### src/common/aimx_defines.svh
/*
  Offsets, field positions, reset values and channel codes of the
  positive-input selector and the factory offset register.
  Assumes a byte-wide register word on a 32-bit Avalon-MM data bus.
*/
`ifndef AIMX_DEFINES_SVH
`define AIMX_DEFINES_SVH

`define AIMX_OFS_SELECT 8'hbb
`define AIMX_OFS_FACTORY_TEMP_OFFSET_HIGH 8'h86
`define AIMX_OFS_SENSOR_CTRL 8'hd0
`define AIMX_SELECT_RESET 5'h1f
`define AIMX_SELECT_MSB 4
`define AIMX_SENSOR_EN_BIT 2
`define AIMX_CODE_P0_LAST 5'h07
`define AIMX_CODE_P1_FIRST 5'h08
`define AIMX_CODE_P1_LAST 5'h0e
`define AIMX_CODE_TEMP 5'h1b
`define AIMX_CODE_VBAT 5'h1c
`define AIMX_CODE_VREG 5'h1d
`define AIMX_CODE_VDD 5'h1e
`define AIMX_CODE_GND 5'h1f

`endif

### src/common/aimx_pkg.sv
/*
  Types of the analog input selector.
  Assumes aimx_defines.svh supplies the numbers.
*/
package aimx_pkg;

  typedef enum logic [2:0] {
    AIMX_SRC_PORT0 = 3'h0,
    AIMX_SRC_PORT1 = 3'h1,
    AIMX_SRC_TEMP = 3'h2,
    AIMX_SRC_VBAT = 3'h3,
    AIMX_SRC_VREG = 3'h4,
    AIMX_SRC_VDD = 3'h5,
    AIMX_SRC_GND = 3'h6,
    AIMX_SRC_NONE = 3'h7
  } aimx_src_t;

  typedef struct packed {
    aimx_src_t source;
    logic [7:0] port0_sel;
    logic [6:0] port1_sel;
    logic temp_sensor_enable;
    logic temp_sensor_hiz;
  } aimx_route_t;

endpackage

### src/rtl/aimx_input_select.sv
/*
  Register control of the converter's positive-input selector and the
  read-only factory temperature-sensor offset high byte.
  Assumes an Avalon-MM master on clk_i and a factory offset value held
  in nonvolatile storage outside, presented steadily on factory_temp_offset_nv_i.
*/
// The implementer's own choice: the Avalon-MM slave port.
// What this block does
// - decode 5-bit code to port 0/1 pins, sensor, battery, core, main supply, ground
// - temperature sensor reaches converter only when selector picks its code
// - sensor output high impedance while its enable bit is clear
// - factory 10-bit offset bits 9:2 readable in all eight offset-register bits
// - offset survives reset; it is reloaded from stored value, not a constant
`timescale 1ns/1ps
`include "aimx_defines.svh"

module aimx_input_select (
  input wire logic clk_i,
  input wire logic rst_b_i,
  input wire logic clk_en_i,
  input wire logic [9:0] factory_temp_offset_nv_i,
  input wire logic [7:0] avs_address,
  input wire logic avs_read,
  input wire logic avs_write,
  input wire logic [31:0] avs_writedata,
  input wire logic [3:0] avs_byteenable,
  output logic [31:0] avs_readdata,
  output logic avs_waitrequest,
  output aimx_pkg::aimx_route_t route_o
);

  logic [4:0] positive_input_code;
  logic temp_sensor_enable;
  logic [9:0] factory_temp_offset;
  logic [7:0] next_rdata;
  aimx_pkg::aimx_route_t next_route;

  // one wait cycle per access: the answer comes at the second edge
  // kept as a flop so the bus sees no combinational path from the request
  always_ff @(posedge clk_i) begin
    if (!rst_b_i) begin
      avs_waitrequest <= 1'b1;
    end else if (clk_en_i) begin
      avs_waitrequest <= !((avs_read || avs_write) && avs_waitrequest);
    end
  end

  always_ff @(posedge clk_i) begin
    if (!rst_b_i) begin
      positive_input_code <= `AIMX_SELECT_RESET;
      temp_sensor_enable <= 1'b0;
    end else if (clk_en_i && avs_write && !avs_waitrequest && avs_byteenable[0]) begin
      if (avs_address == `AIMX_OFS_SELECT) begin
        positive_input_code <= avs_writedata[`AIMX_SELECT_MSB:0];
      end
      if (avs_address == `AIMX_OFS_SENSOR_CTRL) begin
        temp_sensor_enable <= avs_writedata[`AIMX_SENSOR_EN_BIT];
      end
    end
  end

  // reloaded from storage each cycle that clk_en_i is high, so reset never leaves a fixed value
  always_ff @(posedge clk_i) begin
    if (clk_en_i) begin
      factory_temp_offset <= factory_temp_offset_nv_i;
    end
  end

  always_comb begin
    case (avs_address)
      `AIMX_OFS_SELECT: next_rdata = {3'h0, positive_input_code};
      `AIMX_OFS_FACTORY_TEMP_OFFSET_HIGH: next_rdata = factory_temp_offset[9:2];
      `AIMX_OFS_SENSOR_CTRL: next_rdata = {5'h00, temp_sensor_enable, 2'h0};
      default: next_rdata = 8'h00;
    endcase
  end

  always_ff @(posedge clk_i) begin
    if (!rst_b_i) begin
      avs_readdata <= 32'h0000_0000;
    end else if (clk_en_i) begin
      avs_readdata <= {24'h00_0000, next_rdata};
    end
  end

  always_comb begin
    next_route = '0;
    next_route.temp_sensor_enable = temp_sensor_enable;
    next_route.temp_sensor_hiz = !temp_sensor_enable;
    if (positive_input_code <= `AIMX_CODE_P0_LAST) begin
      next_route.source = aimx_pkg::AIMX_SRC_PORT0;
      next_route.port0_sel = 8'h01 << positive_input_code[2:0];
    end else if (positive_input_code <= `AIMX_CODE_P1_LAST) begin
      next_route.source = aimx_pkg::AIMX_SRC_PORT1;
      next_route.port1_sel = 7'h01 << positive_input_code[2:0];
    end else begin
      case (positive_input_code)
        `AIMX_CODE_TEMP: next_route.source = aimx_pkg::AIMX_SRC_TEMP;
        `AIMX_CODE_VBAT: next_route.source = aimx_pkg::AIMX_SRC_VBAT;
        `AIMX_CODE_VREG: next_route.source = aimx_pkg::AIMX_SRC_VREG;
        `AIMX_CODE_VDD: next_route.source = aimx_pkg::AIMX_SRC_VDD;
        `AIMX_CODE_GND: next_route.source = aimx_pkg::AIMX_SRC_GND;
        default: next_route.source = aimx_pkg::AIMX_SRC_NONE;
      endcase
    end
  end

  always_ff @(posedge clk_i) begin
    if (!rst_b_i) begin
      route_o <= '0;
      route_o.source <= aimx_pkg::AIMX_SRC_GND;
      route_o.temp_sensor_hiz <= 1'b1;
    end else if (clk_en_i) begin
      route_o <= next_route;
    end
  end

endmodule

### config.mk
export PLATFORM = sky130hd
export DESIGN_NAME = aimx_input_select
export DESIGN_NICKNAME = d
export VERILOG_FILES = /design/src/common/aimx_pkg.sv /design/src/rtl/aimx_input_select.sv
export VERILOG_INCLUDE_DIRS = /design/src /design/src/common
export SDC_FILE = /design/constraint.sdc
export NUM_CORES = 1
export LEC_CHECK = 0
export ABC_AREA = 1
export BUFFER_PORTS_ARGS = -buffer_cell sky130_fd_sc_hd__buf_2
export CAP_MARGIN = 5
export CORE_MARGIN = 1
export CORE_UTILIZATION = 30
export DETAILED_ROUTE_END_ITERATION = 12
export GPL_ROUTABILITY_DRIVEN = 0
export PLACE_DENSITY_LB_ADDON = 0.05
export SLEW_MARGIN = 20
export SYNTH_ARGS = -nofsm -noshare
export SYNTH_HDL_FRONTEND = slang
export SYNTH_SLANG_ARGS = --single-unit
### constraint.sdc
create_clock -name clk_i -period 2.96 [get_ports clk_i]
set_input_delay 0.592 -clock clk_i [delete_from_list [all_inputs] [get_ports clk_i]]
set_output_delay 0.592 -clock clk_i [all_outputs]
set_load 0.02 [all_outputs]
==> reports/results.tsv <==
metric	value	unit
cts-root-buf	clkbuf_8	
cp_slowest_stage_delay	0.41	ns
rows	29	
cts_inserted_buffers	5	
clk_pin_slew_worst_paths	0.08	ns
cts.sinks	43	
postSynthAreaPerCell	7.93	µm²
grt_usage	13.7	%
final_max_slew_viol_count	0	
vias	1720	
highest_layer	met4	
ir_worst_vdd	227	µV
period_share	50.6	%
area_growth	16.5	%
viasPerCell	4.46	
synth_top_area_share	34.8	%
grt_pass1_vias	1562	
synth.area.top_cells	dfxtp_1 (35%), edfxtp_1 (12%), nand2_1 (11%)	
wirelength	4520	µm
cap_viol_max_count	0	
pre_cts_ws	1.17	ns
cp_cell_sequence	buf_2	
met1Wirelength	2110	µm
synth_top_family_by_area	simple AND/OR/NAND/NOR gates	
crit_family	flip-flops	
antenna_found_initial	0	
hold_class	reg2reg	
synth_xor_area_share	0	%
grt-ovfl-total	0	
crit_type	reg2out	
setup_viol_count_final	0	
synth_seq_cells	43	
ant_nets	0	
synth_fa_ha_area_share	0	%
wl_met3	264	µm
drt_iter0_markers	71	
drtPass1Iterations	8	
hpwl	3370	µm
dr_wl_met2	2090	µm
fin_nets	367	
die_w	83.9	µm
wl_per_cell	11.7	µm
cp-start-kind	flip-flop	
setup_ws	1.46	ns
post_cts_buffers	0	
cp.arrival	0.91	ns
rr_worst_depth	5	
clk_path_buf_depth	2	
cp_slowest_cell	dfxtp_1	
route.detailed.drc	14	
cp.required	2.37	ns
skew	0.00596	ns
min_to	route_o[0]	
p_per_area	463	mW/mm²
ctsResizeCount	0	
tightestPinTransition	0.711	ns
p_leak	1.11	nW
initial_utilization	31.4	%
io_pins	112	
die-area	0.00705	mm²
htree_levels	2	
die_h	83.9	µm
yosys.area.top_type	dfxtp_1	
syn_area	0.00201	mm²
synth_compound_area_share	11.5	%
muxShareOfSynthArea	0	%
hold_buffers	0	
power	1.09	mW
worst-path-max-fanout	4	
hold_depth	2	
core_area	0.00642	mm²
synthCells	254	
finalSetupTns	0	ns
rr_endpoint	route_o[17]	
clock.fmax	667	MHz
grt_max_degree	28	
cts_tree	done	
finalWorstPathRequiredPeriod	1.50	ns
drive_gt1_share	25.6	%
outcome	finished with violations	
slew_headroom	52.5	%
yosys.area_share.simple	28.0	%
timing.rr.start	positive_input_code[2]	
postLayoutCoreUtil	36.5	%
finalHoldViolations	0	
crit_path_end_kind	primary output	
yosysWarnings	0	
yosysSeqAreaShare	46.7	%
port_buffers	55	
insertion_delay	0.30	ns
synth_cell_types	26	
violations	DRC	
grt_pass1_wl	7420	µm
path_buf_inv	1	
hold_start	route_o[0]	
worst-r2r-setup-slack	1.65	ns
n_antenna_cell	0	
rsz0062_at_grt	no	
-- metrics by stage --
step / hold slack, ns / instance area (µm²) / cells
floorplan: 0.446 / 2100 / 277
global placement: 0.438 / 2260 / 378
detailed placement: 0.440 / 2260 / 378
CTS: 0.457 / 2350 / 386
global route: 0.447 / 2350 / 386
finish: 0.451 / 2350 / 386
-- Yosys cell counts, drive strengths merged --
cell type,n
o211ai,1
nor3,1
dfxtp,35
edfxtp,8
a211oi,1
nand2,65
buf,28
nor2,27
nand4,5
nand3,26
o21a,1
a22oi,6
a21oi,22
inv,16
conb,1
clkbuf,4
o21ai,7
-- state kept, by name (all words and copies together) (netlist names) --
| name | count |
|---|---|
| avs_waitrequest | 1 |
| temp_sensor_enable | 1 |
| positive_input_code | 5 |
| avs_readdata | 8 |
| route_o | 20 |
| factory_temp_offset | 8 |
-- cell type report --
type	instances	area, µm²
Inverter	16	60.1
Clock buffer	7	76.3
Multi-Input combinational cell	186	885
Timing Repair Buffer	56	283
Sequential cell	43	941
Fill cell	718	4080
Clock inverter	1	5.00
Tap cell	77	96.3
-- how the worst max path moves through the flow --
stage | startpoint | to | cells after the start
after floorplan | clk_en_i | temp_sensor_enable | 5
after global placement | rst_b_i | route_o[1] | 4
after detailed placement | rst_b_i | route_o[1] | 4
after CTS | avs_waitrequest | avs_waitrequest | 1
after global routing | clk_en_i | positive_input_code[2] | 6
final | avs_waitrequest | avs_waitrequest | 1
-- power breakdown --
| group | switching (mW) | internal (mW) |
|---|---|---|
| logic | 0.0814 | 0.0277 |
| clock network | 0.193 | 0.166 |
| registers | 0.00633 | 0.612 |
| total | 0.280 | 0.805 |
-- layer usage --
metal / vias to the layer above / GRT usage (%)
met5: - / 0
met4: 0 / 5.17
met3: 4 / 4.75
li1: 894 / -
met1: 770 / 16.5
met2: 52 / 22.4
-- kinds of logic after synthesis --
logic type / after synthesis
simple gates: 124
buf+inv: 48
flops: 43
compound gates: 38
other cells: 1
-- placed cells by master (no fill, tap or decap) --
cell type  count
clkbuf_8       5
nand3_2        1
nand3_1       25
a21oi_1       22
nor3_4         1
o211ai_1       1
o21ai_2        1
conb_1        24
nor2_2         1
o21ai_0        5
buf_4          1
dfxtp_1       35
o21ai_1        1
inv_2          3
nand2_2        4
nand4_1        5
nor2_4         3
a211oi_2       1
nor2_1        23
clkinv_2       1
clkbuf_1       2
edfxtp_1       8
o21a_1         1
a22oi_2        2
nand2_1       61
a22oi_1        4
inv_1         13
buf_2         55
No activity file was read; power rests on OpenSTA's default activity.
